===== src/include/pdl_pkg.sv =====
// constants and types shared by the duty-limit / compensator block
package pdl_pkg;

    // ------------------------------------------------------------------
    // register map (byte pointer values on the serial bus)
    // ------------------------------------------------------------------
    localparam logic [7:0] PDL_REG_INTLV  = 8'h04;  // interleave step, bits 3:0
    localparam logic [7:0] PDL_REG_DLIM   = 8'h09;  // duty_cycle_limit_reg
    localparam logic [7:0] PDL_REG_PROP   = 8'h0A;  // prop_coeff_reg
    localparam logic [7:0] PDL_REG_INTEG  = 8'h0B;  // integ_coeff_reg
    localparam logic [7:0] PDL_REG_DERIV  = 8'h0C;  // deriv_coeff_reg
    localparam logic [7:0] PDL_REG_ROLL   = 8'h0D;  // rolloff_coeff_reg
    localparam logic [7:0] PDL_REG_IDENT  = 8'h0E;  // bit 0 plant identification enable
    localparam logic [7:0] PDL_REG_CAPT   = 8'h0F;  // captured response, read only

    // ------------------------------------------------------------------
    // field layout and reset values
    // ------------------------------------------------------------------
    localparam int         PDL_DLIM_LSB   = 2;      // duty_limit_field sits in 7:2
    localparam int         PDL_DLIM_W     = 6;
    localparam logic [7:0] PDL_DLIM_RST   = 8'hE8;  // 111010 in bits 7:2
    localparam logic [3:0] PDL_INTLV_RST  = 4'h0;
    localparam logic [7:0] PDL_PROP_RST   = 8'h10;
    localparam logic [7:0] PDL_INTEG_RST  = 8'h02;
    localparam logic [7:0] PDL_DERIV_RST  = 8'h00;
    localparam logic [7:0] PDL_ROLL_RST   = 8'h80;
    localparam logic [6:0] PDL_DEV_ADDR   = 7'h20;  // bus address, arbitrary
    localparam logic [6:0] PDL_PRBS_SEED  = 7'h7F;

    // ------------------------------------------------------------------
    // timing
    // ------------------------------------------------------------------
    localparam int         PDL_CLK_HZ     = 20_000_000;
    localparam int         PDL_PWM_HZ     = 500_000;
    localparam int         PDL_PERIOD_CYC = PDL_CLK_HZ / PDL_PWM_HZ;  // 40
    localparam int         PDL_INTLV_DIV  = 16;     // 22.5 degree steps
    localparam int         PDL_FRAC_SH    = 6;      // duty in 64ths
    localparam int         PDL_PID_SH     = 8;      // pid sum scaling

    typedef logic signed [19:0] pdl_acc_t;

endpackage : pdl_pkg


===== src/rtl/pdl_prbs.sv =====
// pseudo-random bit source used for plant identification
`timescale 1ns/10ps
module pdl_prbs #(
    parameter int         W    = 7,
    parameter logic [6:0] SEED = pdl_pkg::PDL_PRBS_SEED
) (
    input  wire logic sys_clk,
    input  wire logic rstn,
    input  wire logic step,
    output logic      bit_out
);
    import pdl_pkg::*;

    logic [W-1:0] lfsr_reg;

    // ------------------------------------------------------------------
    // maximal-length shift register, x^7 + x^6 + 1
    // ------------------------------------------------------------------
    always_ff @(posedge sys_clk or negedge rstn) begin
        if (!rstn) begin
            lfsr_reg <= W'(SEED);
        end else if (step) begin
            lfsr_reg <= {lfsr_reg[W-2:0], lfsr_reg[W-1] ^ lfsr_reg[W-2]};
        end
    end

    assign bit_out = lfsr_reg[W-1];  // flop output
endmodule : pdl_prbs


===== src/rtl/pdl_core.sv =====
// pwm duty limiter, pid compensator, interleave timing and serial register port
`timescale 1ns/10ps
module pdl_core #(
    parameter int PERIOD_CYC = pdl_pkg::PDL_PERIOD_CYC
) (
    input  wire logic       sys_clk,
    input  wire logic       rstn,
    input  wire logic       scl_in,
    input  wire logic       sda_in,
    output logic            sda_out,
    output logic            sda_oe_n,
    input  wire logic       sync_line,
    input  wire logic [7:0] vout_code,
    input  wire logic [7:0] vref_code,
    input  wire logic       sample_valid,
    input  wire logic [5:0] nominal_duty,
    output logic            hs_drive
);
    import pdl_pkg::*;

    typedef enum logic [2:0] {ST_IDLE, ST_DEV, ST_PTR, ST_WR, ST_RD} pdl_bus_e;

    // ------------------------------------------------------------------
    // serial register port
    // ------------------------------------------------------------------
    pdl_bus_e   st_reg;
    logic       scl_q_reg, sda_q_reg, ack_reg, drv_reg;
    logic [3:0] bit_reg;
    logic [7:0] sh_reg, tx_reg, ptr_reg;
    logic       scl_rise, scl_fall, bus_start, bus_stop, byte_done, wr_stb;
    logic [7:0] rd_data;

    // register storage
    logic [3:0] intlv_reg;
    logic [5:0] dlim_reg;
    logic [7:0] prop_reg, integ_reg, deriv_reg, roll_reg, capt_reg;
    logic       ident_reg;

    assign scl_rise  = scl_in & ~scl_q_reg;
    assign scl_fall  = ~scl_in & scl_q_reg;
    assign bus_start = scl_in & scl_q_reg & sda_q_reg & ~sda_in;
    assign bus_stop  = scl_in & scl_q_reg & ~sda_q_reg & sda_in;
    assign byte_done = scl_fall & ~ack_reg & (bit_reg == 4'h8);
    assign wr_stb    = byte_done & (st_reg == ST_WR);
    assign sda_out   = 1'b0;        // open drain, only ever pulls low
    assign sda_oe_n  = ~drv_reg;

    // read mux; unmapped pointers and unbacked bits read zero
    assign rd_data = (ptr_reg == PDL_REG_INTLV) ? {4'h0, intlv_reg} :
                     (ptr_reg == PDL_REG_DLIM)  ? {dlim_reg, 2'b00} :
                     (ptr_reg == PDL_REG_PROP)  ? prop_reg :
                     (ptr_reg == PDL_REG_INTEG) ? integ_reg :
                     (ptr_reg == PDL_REG_DERIV) ? deriv_reg :
                     (ptr_reg == PDL_REG_ROLL)  ? roll_reg :
                     (ptr_reg == PDL_REG_IDENT) ? {7'h00, ident_reg} :
                     (ptr_reg == PDL_REG_CAPT)  ? capt_reg : 8'h00;

    // line history for edge and start/stop detection
    always_ff @(posedge sys_clk or negedge rstn) begin
        if (!rstn) begin
            scl_q_reg <= 1'b1;
            sda_q_reg <= 1'b1;
        end else begin
            scl_q_reg <= scl_in;
            sda_q_reg <= sda_in;
        end
    end

    // byte framing, acknowledge and read shifting
    always_ff @(posedge sys_clk or negedge rstn) begin
        if (!rstn) begin
            st_reg  <= ST_IDLE;
            bit_reg <= 4'h0;
            sh_reg  <= 8'h00;
            tx_reg  <= 8'h00;
            ptr_reg <= 8'h00;
            ack_reg <= 1'b0;
            drv_reg <= 1'b0;
        end else if (bus_start) begin
            st_reg  <= ST_DEV;
            bit_reg <= 4'h0;
            ack_reg <= 1'b0;
            drv_reg <= 1'b0;
        end else if (bus_stop) begin
            st_reg  <= ST_IDLE;
            drv_reg <= 1'b0;
        end else if (st_reg != ST_IDLE) begin
            if (scl_rise && !ack_reg) begin
                sh_reg  <= {sh_reg[6:0], sda_in};
                bit_reg <= bit_reg + 4'h1;
            end else if (scl_rise && ack_reg && st_reg == ST_RD && sda_in) begin
                st_reg  <= ST_IDLE;    // master nack ends the read
            end else if (scl_fall && ack_reg) begin
                ack_reg <= 1'b0;
                bit_reg <= 4'h0;
                tx_reg  <= rd_data;
                drv_reg <= (st_reg == ST_RD) && !rd_data[7];
            end else if (byte_done) begin
                ack_reg <= 1'b1;
                drv_reg <= (st_reg != ST_RD);
                unique case (st_reg)
                    ST_DEV: begin
                        if (sh_reg[7:1] == PDL_DEV_ADDR) begin
                            st_reg <= sh_reg[0] ? ST_RD : ST_PTR;
                        end else begin
                            st_reg  <= ST_IDLE;
                            ack_reg <= 1'b0;
                            drv_reg <= 1'b0;
                        end
                    end
                    ST_PTR: begin
                        ptr_reg <= sh_reg;
                        st_reg  <= ST_WR;
                    end
                    ST_WR:   ptr_reg <= ptr_reg + 8'h01;
                    ST_RD:   ptr_reg <= ptr_reg + 8'h01;
                    ST_IDLE: st_reg <= ST_IDLE;
                endcase
            end else if (scl_fall && st_reg == ST_RD && bit_reg != 4'h0) begin
                tx_reg  <= {tx_reg[6:0], 1'b0};
                drv_reg <= !tx_reg[6];
            end
        end
    end

    // ------------------------------------------------------------------
    // configuration registers
    // ------------------------------------------------------------------
    // writes land on the byte-complete edge, before the acknowledge
    always_ff @(posedge sys_clk or negedge rstn) begin
        if (!rstn) begin
            intlv_reg <= PDL_INTLV_RST;
            dlim_reg  <= PDL_DLIM_RST[7:PDL_DLIM_LSB];
            prop_reg  <= PDL_PROP_RST;
            integ_reg <= PDL_INTEG_RST;
            deriv_reg <= PDL_DERIV_RST;
            roll_reg  <= PDL_ROLL_RST;
            ident_reg <= 1'b0;
        end else if (wr_stb) begin
            if (ptr_reg == PDL_REG_INTLV) intlv_reg <= sh_reg[3:0];
            if (ptr_reg == PDL_REG_DLIM)  dlim_reg  <= sh_reg[7:PDL_DLIM_LSB];
            if (ptr_reg == PDL_REG_PROP)  prop_reg  <= sh_reg;
            if (ptr_reg == PDL_REG_INTEG) integ_reg <= sh_reg;
            if (ptr_reg == PDL_REG_DERIV) deriv_reg <= sh_reg;
            if (ptr_reg == PDL_REG_ROLL)  roll_reg  <= sh_reg;
            if (ptr_reg == PDL_REG_IDENT) ident_reg <= sh_reg[0];
        end
    end

    // ------------------------------------------------------------------
    // interleave timing against the sync line
    // ------------------------------------------------------------------
    logic       sync_q_reg, sync_fall, cyc_start;
    logic [7:0] phase_reg, pwm_cnt_reg, intlv_ofs;

    assign sync_fall = sync_q_reg & ~sync_line;
    assign intlv_ofs = 8'((32'(intlv_reg) * PERIOD_CYC) / PDL_INTLV_DIV);
    assign cyc_start = (phase_reg == intlv_ofs);

    // phase restarts at every sync fall; pwm cycle starts at the offset
    always_ff @(posedge sys_clk or negedge rstn) begin
        if (!rstn) begin
            sync_q_reg  <= 1'b1;
            phase_reg   <= 8'h00;
            pwm_cnt_reg <= 8'h00;
        end else begin
            sync_q_reg  <= sync_line;
            phase_reg   <= (sync_fall || phase_reg == 8'(PERIOD_CYC - 1)) ? 8'h00
                         : phase_reg + 8'h01;
            pwm_cnt_reg <= (cyc_start || pwm_cnt_reg == 8'(PERIOD_CYC - 1)) ? 8'h00
                         : pwm_cnt_reg + 8'h01;
        end
    end

    // ------------------------------------------------------------------
    // pid compensator, run once per pwm cycle
    // ------------------------------------------------------------------
    logic signed [8:0] err, err_prev_reg;
    pdl_acc_t          p_term, i_next, d_raw, d_next, u_val;
    pdl_acc_t          integ_acc_reg, d_reg;
    logic [5:0]        pid_duty_reg, duty_sel;
    logic [7:0]        duty_cmp_reg, limit_cmp;
    logic              prbs_bit;

    assign err    = $signed({1'b0, vref_code}) - $signed({1'b0, vout_code});
    assign p_term = pdl_acc_t'($signed(prop_reg) * err);
    assign i_next = integ_acc_reg + pdl_acc_t'($signed(integ_reg) * err);
    assign d_raw  = pdl_acc_t'($signed(deriv_reg) * (10'(err) - 10'(err_prev_reg)));
    // first-order roll-off: trades derivative edge for noise rejection
    assign d_next = d_reg + pdl_acc_t'((30'(d_raw - d_reg) * $signed({1'b0, roll_reg}))
                                       >>> PDL_PID_SH);  // wide product, cut after shift
    assign u_val  = pdl_acc_t'(nominal_duty)
                  + ((p_term + integ_acc_reg + d_reg) >>> PDL_PID_SH)
                  + (ident_reg ? (prbs_bit ? 20'sd1 : -20'sd1) : 20'sd0);

    // clamp to 0..63 then take the lesser of pid and limit
    assign duty_sel  = (pid_duty_reg > dlim_reg) ? dlim_reg : pid_duty_reg;
    assign limit_cmp = 8'((32'(dlim_reg) * PERIOD_CYC) >> PDL_FRAC_SH);

    always_ff @(posedge sys_clk or negedge rstn) begin
        if (!rstn) begin
            err_prev_reg  <= '0;
            integ_acc_reg <= '0;
            d_reg         <= '0;
            pid_duty_reg  <= 6'h00;
            duty_cmp_reg  <= 8'h00;
        end else if (cyc_start) begin
            err_prev_reg  <= err;
            integ_acc_reg <= i_next;
            d_reg         <= d_next;
            pid_duty_reg  <= (u_val < 0) ? 6'h00 : (u_val > 20'sd63) ? 6'h3F
                           : u_val[5:0];
            duty_cmp_reg  <= 8'((32'(duty_sel) * PERIOD_CYC) >> PDL_FRAC_SH);
        end
    end

    pdl_prbs u_prbs (
        .sys_clk (sys_clk),
        .rstn    (rstn),
        .step    (cyc_start),
        .bit_out (prbs_bit)
    );

    // response capture; the host polls it while identification runs
    always_ff @(posedge sys_clk or negedge rstn) begin
        if (!rstn) begin
            capt_reg <= 8'h00;
        end else if (ident_reg && sample_valid) begin
            capt_reg <= vout_code;
        end
    end

    // high-side drive; no sharing path exists anywhere in this block
    always_ff @(posedge sys_clk or negedge rstn) begin
        if (!rstn) begin
            hs_drive <= 1'b0;
        end else begin
            hs_drive <= (pwm_cnt_reg < duty_cmp_reg);
        end
    end
endmodule : pdl_core


===== config.mk =====
export PLATFORM = sky130hd
export DESIGN_NAME = pdl_core
export DESIGN_NICKNAME = d
export VERILOG_FILES = /design/src/include/pdl_pkg.sv /design/src/rtl/pdl_prbs.sv /design/src/rtl/pdl_core.sv
export SDC_FILE = /design/constraint.sdc
export NUM_CORES = 2
export LEC_CHECK = 0
export BUFFER_PORTS_ARGS = -buffer_cell sky130_fd_sc_hd__buf_2
export CAP_MARGIN = 25
export CORE_MARGIN = 2
export CORE_UTILIZATION = 45
export DETAILED_ROUTE_END_ITERATION = 12
export GPL_TIMING_DRIVEN = 0
export HOLD_SLACK_MARGIN = 0.06
export PLACE_DENSITY = 0.61
export SETUP_SLACK_MARGIN = 0.3
export SYNTH_ARGS = -nofsm -noshare
export SYNTH_HDL_FRONTEND = slang
export SYNTH_SLANG_ARGS = --single-unit

===== constraint.sdc =====
create_clock -name sys_clk -period 27 [get_ports sys_clk]
set_clock_uncertainty 0.1 [all_clocks]
set_input_delay 5.4 -clock sys_clk [delete_from_list [all_inputs] [get_ports sys_clk]]
set_output_delay 5.4 -clock sys_clk [all_outputs]
set_load 0.01 [all_outputs]

==> flow_summary.json <==
{
  "area_delta_synth_final_pct": 6.44,
  "r2r_slack_ns": 12.96,
  "final_common_cell": "inv_1",
  "r2r_cells": 46,
  "die_w_um": 251,
  "ant_nets": 0,
  "cts_max_level": 4,
  "n_fill_cell": 5648,
  "min-delay-start": "u_prbs.lfsr_reg[0]",
  "synth_cells": 2919,
  "place_hpwl_mm": 55.8,
  "yosys_warnings": 0,
  "r2r-start": "err_prev_reg[0]",
  "ys_seq_area_share_pct": 15.7,
  "grt_pass1_wl_mm": 112,
  "cpMostUsedCell": "fa_1",
  "slowest_delay_ns": 0.86,
  "critPathMaxFanout": 10,
  "intPower_mw": 1.35,
  "grt_max_degree": 91,
  "timing.rr.end": "d_reg[18]",
  "fin_area_sq_mm": 0.0291,
  "wire_per_inst_um": 17.9,
  "hold_path_class": "flip-flop to flip-flop",
  "setup_violations": 0,
  "endpoint": "d_reg[18]",
  "cp.depth": 51,
  "drive_above_1_share_pct": 6.13,
  "synth_edf_count": 0,
  "worstPathArrival_ns": 20.87,
  "synth_area_sq_mm": 0.0274,
  "cts_hold_repair.buffers": 0,
  "end_kind": "flip-flop",
  "fin_crit_sh_pct": 76.6,
  "drc_errors": 0,
  "io_buffer_count": 29,
  "start_kind": "input pin",
  "placementRows": 90,
  "synth_top_cell_area_share_pct": 30.0,
  "crit_type": "input pin to flip-flop",
  "ys_ff_latch": 171,
  "top_layer": "met4",
  "worst_ir_drop_vdd_mv": 0.407,
  "final_net_count": 3708,
  "dp.cells": 3732,
  "p_total_mw": 2.85,
  "slew_violations": 0,
  "wl_met3_mm": 3.81,
  "post_cts_buffers": 0,
  "clkLatencyLatePin_ns": 0.45,
  "place.gp.congestion": 0.877,
  "cts_resized": 0,
  "required_ns": 27.20,
  "tns_ns": 0,
  "fin_crit_ns": 20.67,
  "start_util_pct": 45.4,
  "rsz0062_at_grt": "false",
  "synth.avg_cell_area_sq_um": 9.38,
  "setup_ws_ns": 6.33,
  "core_sq_mm": 0.0602,
  "drtIter0Drc": 1103,
  "vias_per_cell": 5.32,
  "grt_antenna_before_repair": 2,
  "grt_overflow_total": 0,
  "p_per_area_mw_per_mm2": 97.9,
  "clk_pin_slew_worst_paths_ns": 0.08,
  "cpMaxStageDelayCell": "o41ai_1",
  "cts_tree": "built",
  "utilization_pct": 48.4,
  "synthesis.nets": 3656,
  "seqPwrFrac_pct": 13.7,
  "final_cells": 3768,
  "holdWs_ns": 0.389,
  "tightest_slew_ns": 1.08,
  "cts_buffers": 17,
  "grt_usage_pct": 22.7,
  "async_flop_share_pct": 100,
  "cts_root_buf": "clkbuf_16",
  "wl_met2_mm": 31.7,
  "crit_path_start": "vout_code[1]",
  "die_area_sq_mm": 0.0628,
  "maxCapViolCount": 0,
  "timing.critical_path.buf_inv": 5,
  "dpl-instance-area_sq_mm": 0.0285,
  "synth_ff_type": "dfrtp_1",
  "synth_area_leaders": "fa_1, dfrtp_1, ha_1, inv_1, nand2_1",
  "synthDistinctLibCells": 76,
  "final_cell_mix": "inv_1, fa_1, ha_1",
  "path_delay_family": "adder cells",
  "clockPowerShare_pct": 8.6,
  "hold_violations": 0,
  "status": "finished clean",
  "via_count": 20000,
  "drt_wl_total_mm": 67.6,
  "wl_met1_mm": 30.1,
  "clockBufferDepth": 2,
  "die_h_um": 251,
  "switching_share_pct": 52.8,
  "slew_headroom_pct": 27.9,
  "io_pins": 31,
  "dp_slack_ns": 5.92,
  "grt_pass1_vias": 21200,
  "yosysTopAreaCell": "fa_1",
  "drt_first_pass_iters": 5,
  "p_switching_mw": 1.51,
  "p_leak_nw": 14.7,
  "power_frac_comb_pct": 77.6,
  "max_freq_mhz": 48.4,
  "cts_sinks": 171
}
## synthesized netlist by cell type (4+ instances only)
master    number
o31a_1         5
nor4_1         4
o22ai_1        6
or3_1          5
nor3_1        21
a22oi_1       14
o22a_1         6
a21o_1        44
nand4_1        5
a211oi_1       7
and2_1       162
nand2_1      293
nor2_1       106
o21ai_0      112
buf_2          6
inv_1        525
or2_2          4
nor2b_1       52
and3_1        13
a221o_1        6
nand3_1       35
o21a_1        27
dfrtp_1      154
ha_1         299
nand2b_1      38
fa_1         410
mux2_2        76
xnor2_1       95
o211ai_1      16
xor2_1        70
a21oi_1       99
mux2i_1        7
dfstp_2       17
o21bai_1      16
o31ai_1        6
a31oi_1       16
clkbuf_1      80
## worst min path at each step
stage                                     to  slack [ns]  cells after the start
final                     u_prbs.lfsr_reg[0]        0.39                      2
after global routing               tx_reg[0]        0.42                      1
after CTS                  integ_acc_reg[19]        0.39                      1
after detailed placement           tx_reg[0]        0.38                      1
after global placement             tx_reg[5]        0.37                      1
after floorplan               pwm_cnt_reg[0]        0.35                      1
## logic make-up after synthesis
family                     share of synthesized area [%]
and+or+nand+nor                                     13.7
adders and majority gates                           43.6
buffers and inverters                               8.48
AOI/OAI and AO/OA                                   9.78
DFF                                                 15.7
xor gates and xnor gates                            5.28
muxes                                               3.38
other                                             0.0137
## power groups by stage
stage / Combinational (mW) / Sequential, mW / Clock (mW)
2_1_floorplan: 1.66 / 0.362 / 0
3_3_place_gp: 2.11 / 0.396 / 0
3_5_place_dp: 2.19 / 0.396 / 0
4_1_cts: 2.21 / 0.392 / 0.251
5_1_grt: 2.50 / 0.401 / 0.263
6_report: 2.22 / 0.392 / 0.246
## worst reg2reg max path: cells and delay by family, from the launching register on
kind / cells / cell delay (ns)
fa+ha+maj: 14 / 6.14
compound gates: 16 / 4.15
xor+xnor: 3 / 1.55
flops: 1 / 0.39
buf+inv: 3 / 0.18
simple gates: 10 / 1.37
## cell type report
cell class	count	area, sq um	share of cell area, %
buffer	90	350	1.20
antenna	2	5.00	0.0172
inverter	525	1970	6.76
sequential	171	4300	14.8
clock buffer	17	425	1.46
timing repair buffer	33	205	0.704
clock inverter	15	149	0.511
tap	782	978	3.36
multi-input combinational	2133	20800	71.2
## metal layers
layer	up-vias	GRT usage, %
li1	9388	-
met1	10100	31.1
met2	440	36.8
met3	81	3.81
met4	0	6.95
met5	-	0
Power figures use the tool's default switching activity.
